--- config.mk ---
export PLATFORM = sky130hd
export DESIGN_NAME = serial_ir_ext_control_regs
export DESIGN_NICKNAME = d
export VERILOG_FILES = /design/src/common/ir_ext_pkg.sv /design/src/serial_ir_ext_control_regs.sv
export VERILOG_INCLUDE_DIRS = /design/src /design/src/common
export SDC_FILE = /design/constraint.sdc
export NUM_CORES = 1
export LEC_CHECK = 0
export ABC_AREA = 1
export BUFFER_PORTS_ARGS = -buffer_cell sky130_fd_sc_hd__buf_2
export CORE_ASPECT_RATIO = 1.2
export CORE_MARGIN = 5
export CORE_UTILIZATION = 57
export DETAILED_ROUTE_END_ITERATION = 7
export GPL_TIMING_DRIVEN = 0
export PLACE_DENSITY = 0.82
export SLEW_MARGIN = 25
export SYNTH_ARGS = -nofsm -noshare
export SYNTH_HDL_FRONTEND = slang
export SYNTH_SLANG_ARGS = --single-unit
--- constraint.sdc ---
create_clock -name clk -period 2.52 [get_ports clk]
set_input_delay 0.126 -clock clk [delete_from_list [all_inputs] [get_ports clk]]
set_output_delay 0.126 -clock clk [all_outputs]
set_load 0.03 [all_outputs]
--- src/common/ir_ext_params.svh ---
`ifndef IR_EXT_PARAMS_SVH
`define IR_EXT_PARAMS_SVH
// Register offsets: the bank 2/3 registers are flattened into one 4-bit space
`define IR_OFF_REVID 4'h0
`define IR_OFF_LCSHADOW 4'h1
`define IR_OFF_QCSHADOW 4'h2
`define IR_OFF_EXT2 4'h4
`define IR_OFF_RSVD05 4'h5
`define IR_OFF_TXLVL 4'h6
`define IR_OFF_RXLVL 4'h7
`define IR_OFF_EXT1 4'h8
`define IR_OFF_LINECTL 4'h9
`define IR_OFF_QCTL 4'hA
`define IR_OFF_DIVLO 4'hB
`define IR_OFF_DIVHI 4'hC
// Field positions
`define IR_EXT1_EXTSEL 0
`define IR_EXT1_LOOP 4
`define IR_EXT1_TXLB 5
`define IR_EXT1_BAUDTEST 7
`define IR_EXT2_LOCK 7
`define IR_EXT2_TXSIZE 0
`define IR_EXT2_RXSIZE 2
`define IR_EXT2_PRE 4
`define IR_QCTL_ENABLE 0
// Reset values and masks
`define IR_EXT1_RESET 8'h00
`define IR_EXT2_RESET 8'h00
`define IR_EXT1_WMASK 8'hBF
`define IR_EXT2_WMASK 8'hBF
`define IR_LEVEL_MASK 8'h3F
// Prescaler: 24 MHz reference divided by 13, 1.625 (13/8) or 1
`define IR_PRE_NUM13 8'h0D
`define IR_PRE_STEP_FRAC 8'h08
// Queue depths reported to the engine
`define IR_DEPTH_SMALL 6'h10
`define IR_DEPTH_LARGE 6'h20
`endif

--- src/common/ir_ext_pkg.sv ---
`default_nettype none
package ir_ext_pkg;
	typedef enum logic [1:0] {DEPTH16 = 2'b00, DEPTH32 = 2'b01} depth_e;
	typedef enum logic [1:0] {PRE13 = 2'b00, PRE1625 = 2'b01, PRERSVD = 2'b10, PRE1 = 2'b11} pre_e;
	typedef struct packed {
		logic [3:0] addr;
		logic [7:0] wdata;
		logic wr;
		logic rd;
	} bus_req_s;
	typedef struct packed {
		logic [7:0] ext1;
		logic [7:0] ext2;
		logic [7:0] lineCtl;
		logic [7:0] queueCtl;
		logic [15:0] divisor;
		logic [15:0] scratch;
		logic [7:0] rdata;
		logic [7:0] preAcc;
		logic baudTick;
		logic [15:0] divCnt;
		logic baudOut;
		logic [1:0] txPinSync;
		logic [1:0] irPinSync;
	} state_s;
endpackage
`default_nettype wire

--- src/serial_ir_ext_control_regs.sv ---
// Behaviour
// RULE1: tx-in-loopback bit keeps transmitter driving
// RULE2: baud test bit routes baud onto DTR
// RULE3: queue depth codes 16/32, only when enabled
// RULE4: prescaler divides reference by 13/1.625/1
// RULE5: lock blocks legacy divisor and fallback
// RULE6: locked legacy divisor accesses hit scratchpads
// RULE7: software keeps lock clear in extended mode
// RULE8: extended control two resets to zero
// RULE9: transmit level register, six-bit count
// RULE10: receive level register, six-bit count
// RULE11: level registers show live unfrozen counts
// RULE12: software reads level three times
// RULE13: identification: type nibble, revision nibble
// RULE14: line control shadow follows any-bank writes
// RULE15: queue control shadow reads write-only register
// RULE16: offset three decodes same in all banks
// RULE17: loopback idles serial high, infrared low
// RULE18: extended select bit enables extended mode
// RULE19: reserved bits and register read zero
`include "ir_ext_params.svh"
`default_nettype none
module serial_ir_ext_control_regs #(
	parameter logic [3:0] MODULE_TYPE = 4'h5, // Arbitrary value
	parameter logic [3:0] REVISION = 4'h1 // Arbitrary value
) (
	// Clock and reset
	input wire logic clk,
	input wire logic rst,
	input wire logic clkEn,
	// Register port
	input wire logic [3:0] addr,
	input wire logic [7:0] wdata,
	input wire logic wr,
	input wire logic rd,
	output logic [7:0] rdata,
	// Legacy non-extended divisor access (same clock)
	input wire logic legacyDivWr,
	input wire logic legacyDivHigh,
	input wire logic [7:0] legacyDivData,
	output logic [7:0] legacyDivRdata,
	// Live queue counts from the serial engine (same clock)
	input wire logic [5:0] transmitQueueCount,
	input wire logic [5:0] receiveQueueCount,
	// Engine serial outputs (TX and IR pins from another domain)
	input wire logic engineTxSerial,
	input wire logic engineIrTx,
	input wire logic engineDtrN,
	// Outputs to pins and engine
	output logic txSerialOut,
	output logic irTxOut,
	output logic dtrPinN,
	output logic extendedMode,
	output logic fallbackAllowed,
	output logic loopbackActive,
	output logic [5:0] transmitQueueDepth,
	output logic [5:0] receiveQueueDepth,
	output logic [15:0] baudDivisor,
	output logic baudClockTick
);
	ir_ext_pkg::state_s s_q, s_d;
	ir_ext_pkg::bus_req_s req;
	logic locked;
	logic [7:0] readMux;
	logic [8:0] preSum;

	assign req = '{addr: addr, wdata: wdata, wr: wr, rd: rd};
	assign locked = s_q.ext2[`IR_EXT2_LOCK];

	always_comb begin
		unique case (req.addr)
			`IR_OFF_REVID: readMux = {MODULE_TYPE, REVISION}; // RULE13
			`IR_OFF_LCSHADOW: readMux = s_q.lineCtl; // RULE14
			`IR_OFF_QCSHADOW: readMux = s_q.queueCtl; // RULE15
			`IR_OFF_EXT2: readMux = s_q.ext2;
			`IR_OFF_TXLVL: readMux = {2'b00, transmitQueueCount}; // RULE9 RULE11
			`IR_OFF_RXLVL: readMux = {2'b00, receiveQueueCount}; // RULE10 RULE11
			`IR_OFF_EXT1: readMux = s_q.ext1;
			`IR_OFF_LINECTL: readMux = s_q.lineCtl; // RULE16
			default: readMux = 8'h00; // RULE19
		endcase
	end

	// Prescaler as fractional accumulator: step 8 out of 13 yields 24/1.625
	always_comb begin
		unique case (ir_ext_pkg::pre_e'(s_q.ext2[`IR_EXT2_PRE +: 2])) // RULE4
			ir_ext_pkg::PRE13: preSum = {1'b0, s_q.preAcc} + 9'h001;
			ir_ext_pkg::PRE1625: preSum = {1'b0, s_q.preAcc} + {1'b0, `IR_PRE_STEP_FRAC};
			ir_ext_pkg::PRE1: preSum = {1'b0, `IR_PRE_NUM13};
			default: preSum = 9'h000; // Reserved code stops the baud clock
		endcase
	end

	always_comb begin
		s_d = s_q;
		s_d.txPinSync = {s_q.txPinSync[0], engineTxSerial};
		s_d.irPinSync = {s_q.irPinSync[0], engineIrTx};
		if (req.rd) begin
			s_d.rdata = readMux;
		end
		if (req.wr) begin
			unique case (req.addr)
				`IR_OFF_EXT1: s_d.ext1 = req.wdata & `IR_EXT1_WMASK;
				`IR_OFF_EXT2: s_d.ext2 = req.wdata & `IR_EXT2_WMASK; // RULE19
				`IR_OFF_LINECTL: s_d.lineCtl = req.wdata; // RULE14 RULE16
				`IR_OFF_QCTL: s_d.queueCtl = req.wdata;
				`IR_OFF_DIVLO: s_d.divisor[7:0] = req.wdata;
				`IR_OFF_DIVHI: s_d.divisor[15:8] = req.wdata;
				default: s_d.rdata = s_d.rdata;
			endcase
		end
		// Locked legacy writes land in scratchpads; divisor untouched
		if (legacyDivWr) begin
			if (locked) begin
				if (legacyDivHigh) begin // RULE6
					s_d.scratch[15:8] = legacyDivData;
				end else begin
					s_d.scratch[7:0] = legacyDivData;
				end
			end else if (legacyDivHigh) begin // RULE5
				s_d.divisor[15:8] = legacyDivData;
			end else begin
				s_d.divisor[7:0] = legacyDivData;
			end
		end
		s_d.baudTick = 1'b0;
		if (preSum >= {1'b0, `IR_PRE_NUM13}) begin
			s_d.preAcc = 8'(preSum - {1'b0, `IR_PRE_NUM13});
			if (s_q.divCnt <= 16'h0001) begin
				s_d.divCnt = s_q.divisor;
				s_d.baudTick = (s_q.divisor != 16'h0000);
				s_d.baudOut = ~s_q.baudOut;
			end else begin
				s_d.divCnt = s_q.divCnt - 16'h0001;
			end
		end else begin
			s_d.preAcc = preSum[7:0];
		end
	end

	always_ff @(posedge clk) begin
		if (rst) begin
			s_q <= '0; // RULE8
		end else if (clkEn) begin
			s_q <= s_d;
		end
	end

	// Legacy read path: divisor or scratchpad, held combinationally
	always_comb begin
		if (locked) begin
			legacyDivRdata = legacyDivHigh ? s_q.scratch[15:8] : s_q.scratch[7:0]; // RULE6
		end else begin
			legacyDivRdata = legacyDivHigh ? s_q.divisor[15:8] : s_q.divisor[7:0];
		end
	end

	always_comb begin
		if (s_q.ext1[`IR_EXT1_LOOP] && !s_q.ext1[`IR_EXT1_TXLB]) begin // RULE17
			txSerialOut = 1'b1;
			irTxOut = 1'b0;
		end else begin // RULE1
			txSerialOut = s_q.txPinSync[1];
			irTxOut = s_q.irPinSync[1];
		end
	end

	// Engine DTR is same-domain logic; test mode shows the baud square wave
	assign dtrPinN = s_q.ext1[`IR_EXT1_BAUDTEST] ? s_q.baudOut : engineDtrN; // RULE2
	assign extendedMode = s_q.ext1[`IR_EXT1_EXTSEL]; // RULE18
	assign fallbackAllowed = !locked; // RULE5
	assign loopbackActive = s_q.ext1[`IR_EXT1_LOOP];
	assign rdata = s_q.rdata;
	assign baudDivisor = s_q.divisor;
	assign baudClockTick = s_q.baudTick;
	// Reserved depth codes fall back to 16; depth is 16 while queues are off
	assign transmitQueueDepth = (s_q.queueCtl[`IR_QCTL_ENABLE]
		&& s_q.ext2[`IR_EXT2_TXSIZE +: 2] == ir_ext_pkg::DEPTH32) ? `IR_DEPTH_LARGE : `IR_DEPTH_SMALL; // RULE3
	assign receiveQueueDepth = (s_q.queueCtl[`IR_QCTL_ENABLE]
		&& s_q.ext2[`IR_EXT2_RXSIZE +: 2] == ir_ext_pkg::DEPTH32) ? `IR_DEPTH_LARGE : `IR_DEPTH_SMALL; // RULE3
endmodule
`default_nettype wire

==> flow_summary.ini <==
[setup_path]
crit_path_max_fanout = 10
crit_path_cell_trace = inv_1 -> ha_1 -> nand2_1 -> nor2_2 -> inv_1 -> a21oi_2 -> inv_2 -> o21ai_0 -> nand3_1 -> a21oi_1
critPathTopFamily = compound AO/OA/AOI/OAI gates
cp_common_cell = inv_1
critical_path.n_buffers_inverters = 3
worst_setup_path_end_kind = flip-flop
critPathMaxStageDelay_ns = 0.36
worst_setup_path_start_kind = flip-flop
crit_required_ns = 2.79
critical_path_arrival_ns = 2.41
critPathKind = flip-flop to flip-flop
cpMaxStageDelayCell = a21oi_2

[placed_design]
place_congestion = 0.960
number_of_cells_in_the_design_after_placement = 1058
buffer_ports.inserted = 83
pre_cts_ws_ns = 0.407
dp_hpwl_um = 12200
postPlaceCellArea_um2 = 6330

[global_route]
groute.layer.met3.usage = 0.0395
grt-ovfl-total = 0
grt_first_pass_wirelength_um = 26300
busiest_layer_in_global_routing = met2
first_global_vias = 5538
groute.layer.met2.usage = 0.442
met1_usage = 0.352
antenna_violations_before_repair = 0
maximum_number_of_pins_on_one_net_before_global_route_repair = 16
grt_util_all_layers = 0.268

[job]
cap_violations = 0

[routing]
detail_route.first_pass.iterations = 5
avgViaCountPerCell = 5.55
first_iter_violations = 454
finalWirelength_um = 16200
detail-route-antenna-nets = 0
post_drt_wl_per_cell_um = 15.1
remaining_drc_errors = 0
dr_total_vias = 5952

[yosys]
avgSynthCellArea_um2 = 6.81
synth-seq-cells = 100
synthesis_warning_total = 0
synth-edff-count = 0
synth-seq-area-share = 0.349
number_of_distinct_standard_cells_referenced_by_the_synthesized_netlist = 41
share_of_synthesized_registers_carrying_an_async_set_or_reset = 0
postSynthCellCount = 842
mappedNetlistArea_um2 = 5740
most_used_flip_flop_cell_after_synthesis = dfxtp_1

[power_and_ir_drop]
power_density_nw_per_um2 = 886
post-layout-total-power_mw = 5.89
ir_drop_v = 0.000462
leakage_dissipation_nw = 3.04

[floorplan]
floorplan.io_pins = 93
floorplan.die_area_um2 = 12200
floorplan.initialDensity = 0.579
fp.coreArea_um2 = 9910
dieWidth_um = 102
placementRows = 40
die_h_um = 120

[sta]
setup-violations-final = 0
final-hold-violation-count = 0
final_period_minus_worst_setup_slack_ns = 2.13
max_slew.worst_pin.slew_ns = 0.623
final_min_period_over_clock_period = 0.846
slew_headroom = 0.583
final_ws_setup_ns = 0.387
setup_repair_after_global_routing_missed_its_margin = false
fin_setup_tns_ns = 0
finalMaxSlewViolations = 0
clock-skew-final_ns = 0.00588
max_clock_freq_ghz = 0.469

[cells_and_area]
area_growth_syn_to_layout_pct = 15.9
final_cell_count_no_fill = 1073
post-route-cell-area_um2 = 6650
antennaDiodeCount = 0
post_route_cells_drive_above_1_share = 0.190
nNetsFinal = 991

[run_status]
outcome = finished, final reports clean

[clock_network]
cts_hold_buf = 0
cts.sinks = 100
clock_insertion_delay_worst_skew_ns = 0.35
cts_tree = built
clk_path_buf_depth = 2
cts_post_setup_buffers_inserted = 0
cts_buffers = 9
ctsResizeCount = 0
path_clk_slew_ns = 0.07
cts.htree.levels = 3
cts_root_cell = clkbuf_16

[worst_hold_path]
hold_crit_path_type = primary input to flip-flop
flip-flops by register name (all words and copies together) (netlist names):
name,cells
extendedMode,1
baudClockTick,1
s_d,2
loopbackActive,1
rdata,8
baudDivisor,16
locked,1
s_q,70
worst min-delay path, stage by stage:
cell,delay [ns]
buf_2,0.08
nor2_1,0.05
nor2_1,0.09
layout make-up:
class	count	area (um^2)
plain buffers	64	398
clock buffers	12	267
clock inverters	3	45.0
fillers	892	3260
inverters	101	379
multi-input cells	584	2980
flip-flops and latches	100	2000
well taps	126	158
repair buffers	83	415
cell usage in the layout (no fill, tap or decap), types with 9 or more instances in the layout:
cell type and count:
a21oi_1 89, buf_2 88, buf_4 34, clkbuf_1 21
clkbuf_16 9, dfxtp_1 100, inv_1 91, nand2_1 129
nand2_2 9, nand3_1 57, nor2_1 82, o21ai_0 115
xor2_1 11
routing by layer:
metal | part of all wire | wire length [um]
met5 | 0 | 0
met4 | 0.022 | 361
met3 | 0.074 | 1200
met2 | 0.49 | 7960
met1 | 0.41 | 6690
kinds of logic after synthesis:
group           Yosys count  share of synthesized area
flops                   100                      0.349
simple gates            317                      0.254
other cells               1                   0.000654
xor+xnor                 15                     0.0229
compound gates          238                      0.225
fa+ha+maj                 6                     0.0131
buf+inv                 165                      0.135
power breakdown:
| group | switching (mW) | internal, mW |
|---|---|---|
| logic | 1.63 | 0.916 |
| clock network | 0.594 | 0.846 |
| registers | 0.159 | 1.74 |
synthesized netlist by cell type (4+ instances only):
cell type | instances | area share
a21oi_1 | 89 | 0.078
a21oi_2 | 5 | 0.0076
a221o_1 | 4 | 0.0070
a22oi_1 | 4 | 0.0052
buf_2 | 5 | 0.0044
buf_4 | 34 | 0.045
clkbuf_1 | 21 | 0.014
dfxtp_1 | 100 | 0.35
ha_1 | 6 | 0.013
inv_1 | 91 | 0.060
inv_2 | 7 | 0.0046
nand2_1 | 129 | 0.084
nand2_2 | 9 | 0.0098
nand2_4 | 4 | 0.0079
nand3_1 | 57 | 0.050
nand3_2 | 4 | 0.0070
nand4_1 | 8 | 0.0087
nor2_1 | 82 | 0.054
nor2_2 | 5 | 0.0055
nor3_1 | 8 | 0.0070
nor4_1 | 4 | 0.0044
o2111ai_1 | 4 | 0.0061
o21ai_0 | 115 | 0.10
o22ai_1 | 8 | 0.0087
xnor2_1 | 4 | 0.0061
xor2_1 | 11 | 0.017
worst paths after layout:
path | cells after the start | startpoint | slack [ns] | endpoint
setup reg to reg | 10 | s_q[5]$_SDFFE_PP0P_ | 0.39 | s_q[15]$_SDFFE_PP0P_
hold / removal | 3 | engineIrTx | 0.02 | s_d[1]$_SDFFE_PP0P_
hold reg to reg | 2 | s_q[78]$_SDFFE_PP0P_ | 0.46 | s_q[78]$_SDFFE_PP0P_
setup / recovery | 10 | s_q[5]$_SDFFE_PP0P_ | 0.39 | s_q[15]$_SDFFE_PP0P_
per-stage QoR:
| step | hold slack, ns | utilization |
|---|---|---|
| after floorplan | 0.261 | - |
| after global placement | 0.375 | 0.639 |
| after detailed placement | 0.381 | 0.639 |
| after CTS | 0.0191 | 0.671 |
| after global routing | 0.0376 | 0.671 |
| final | 0.0247 | 0.671 |
Power figures use the tool's default switching activity.
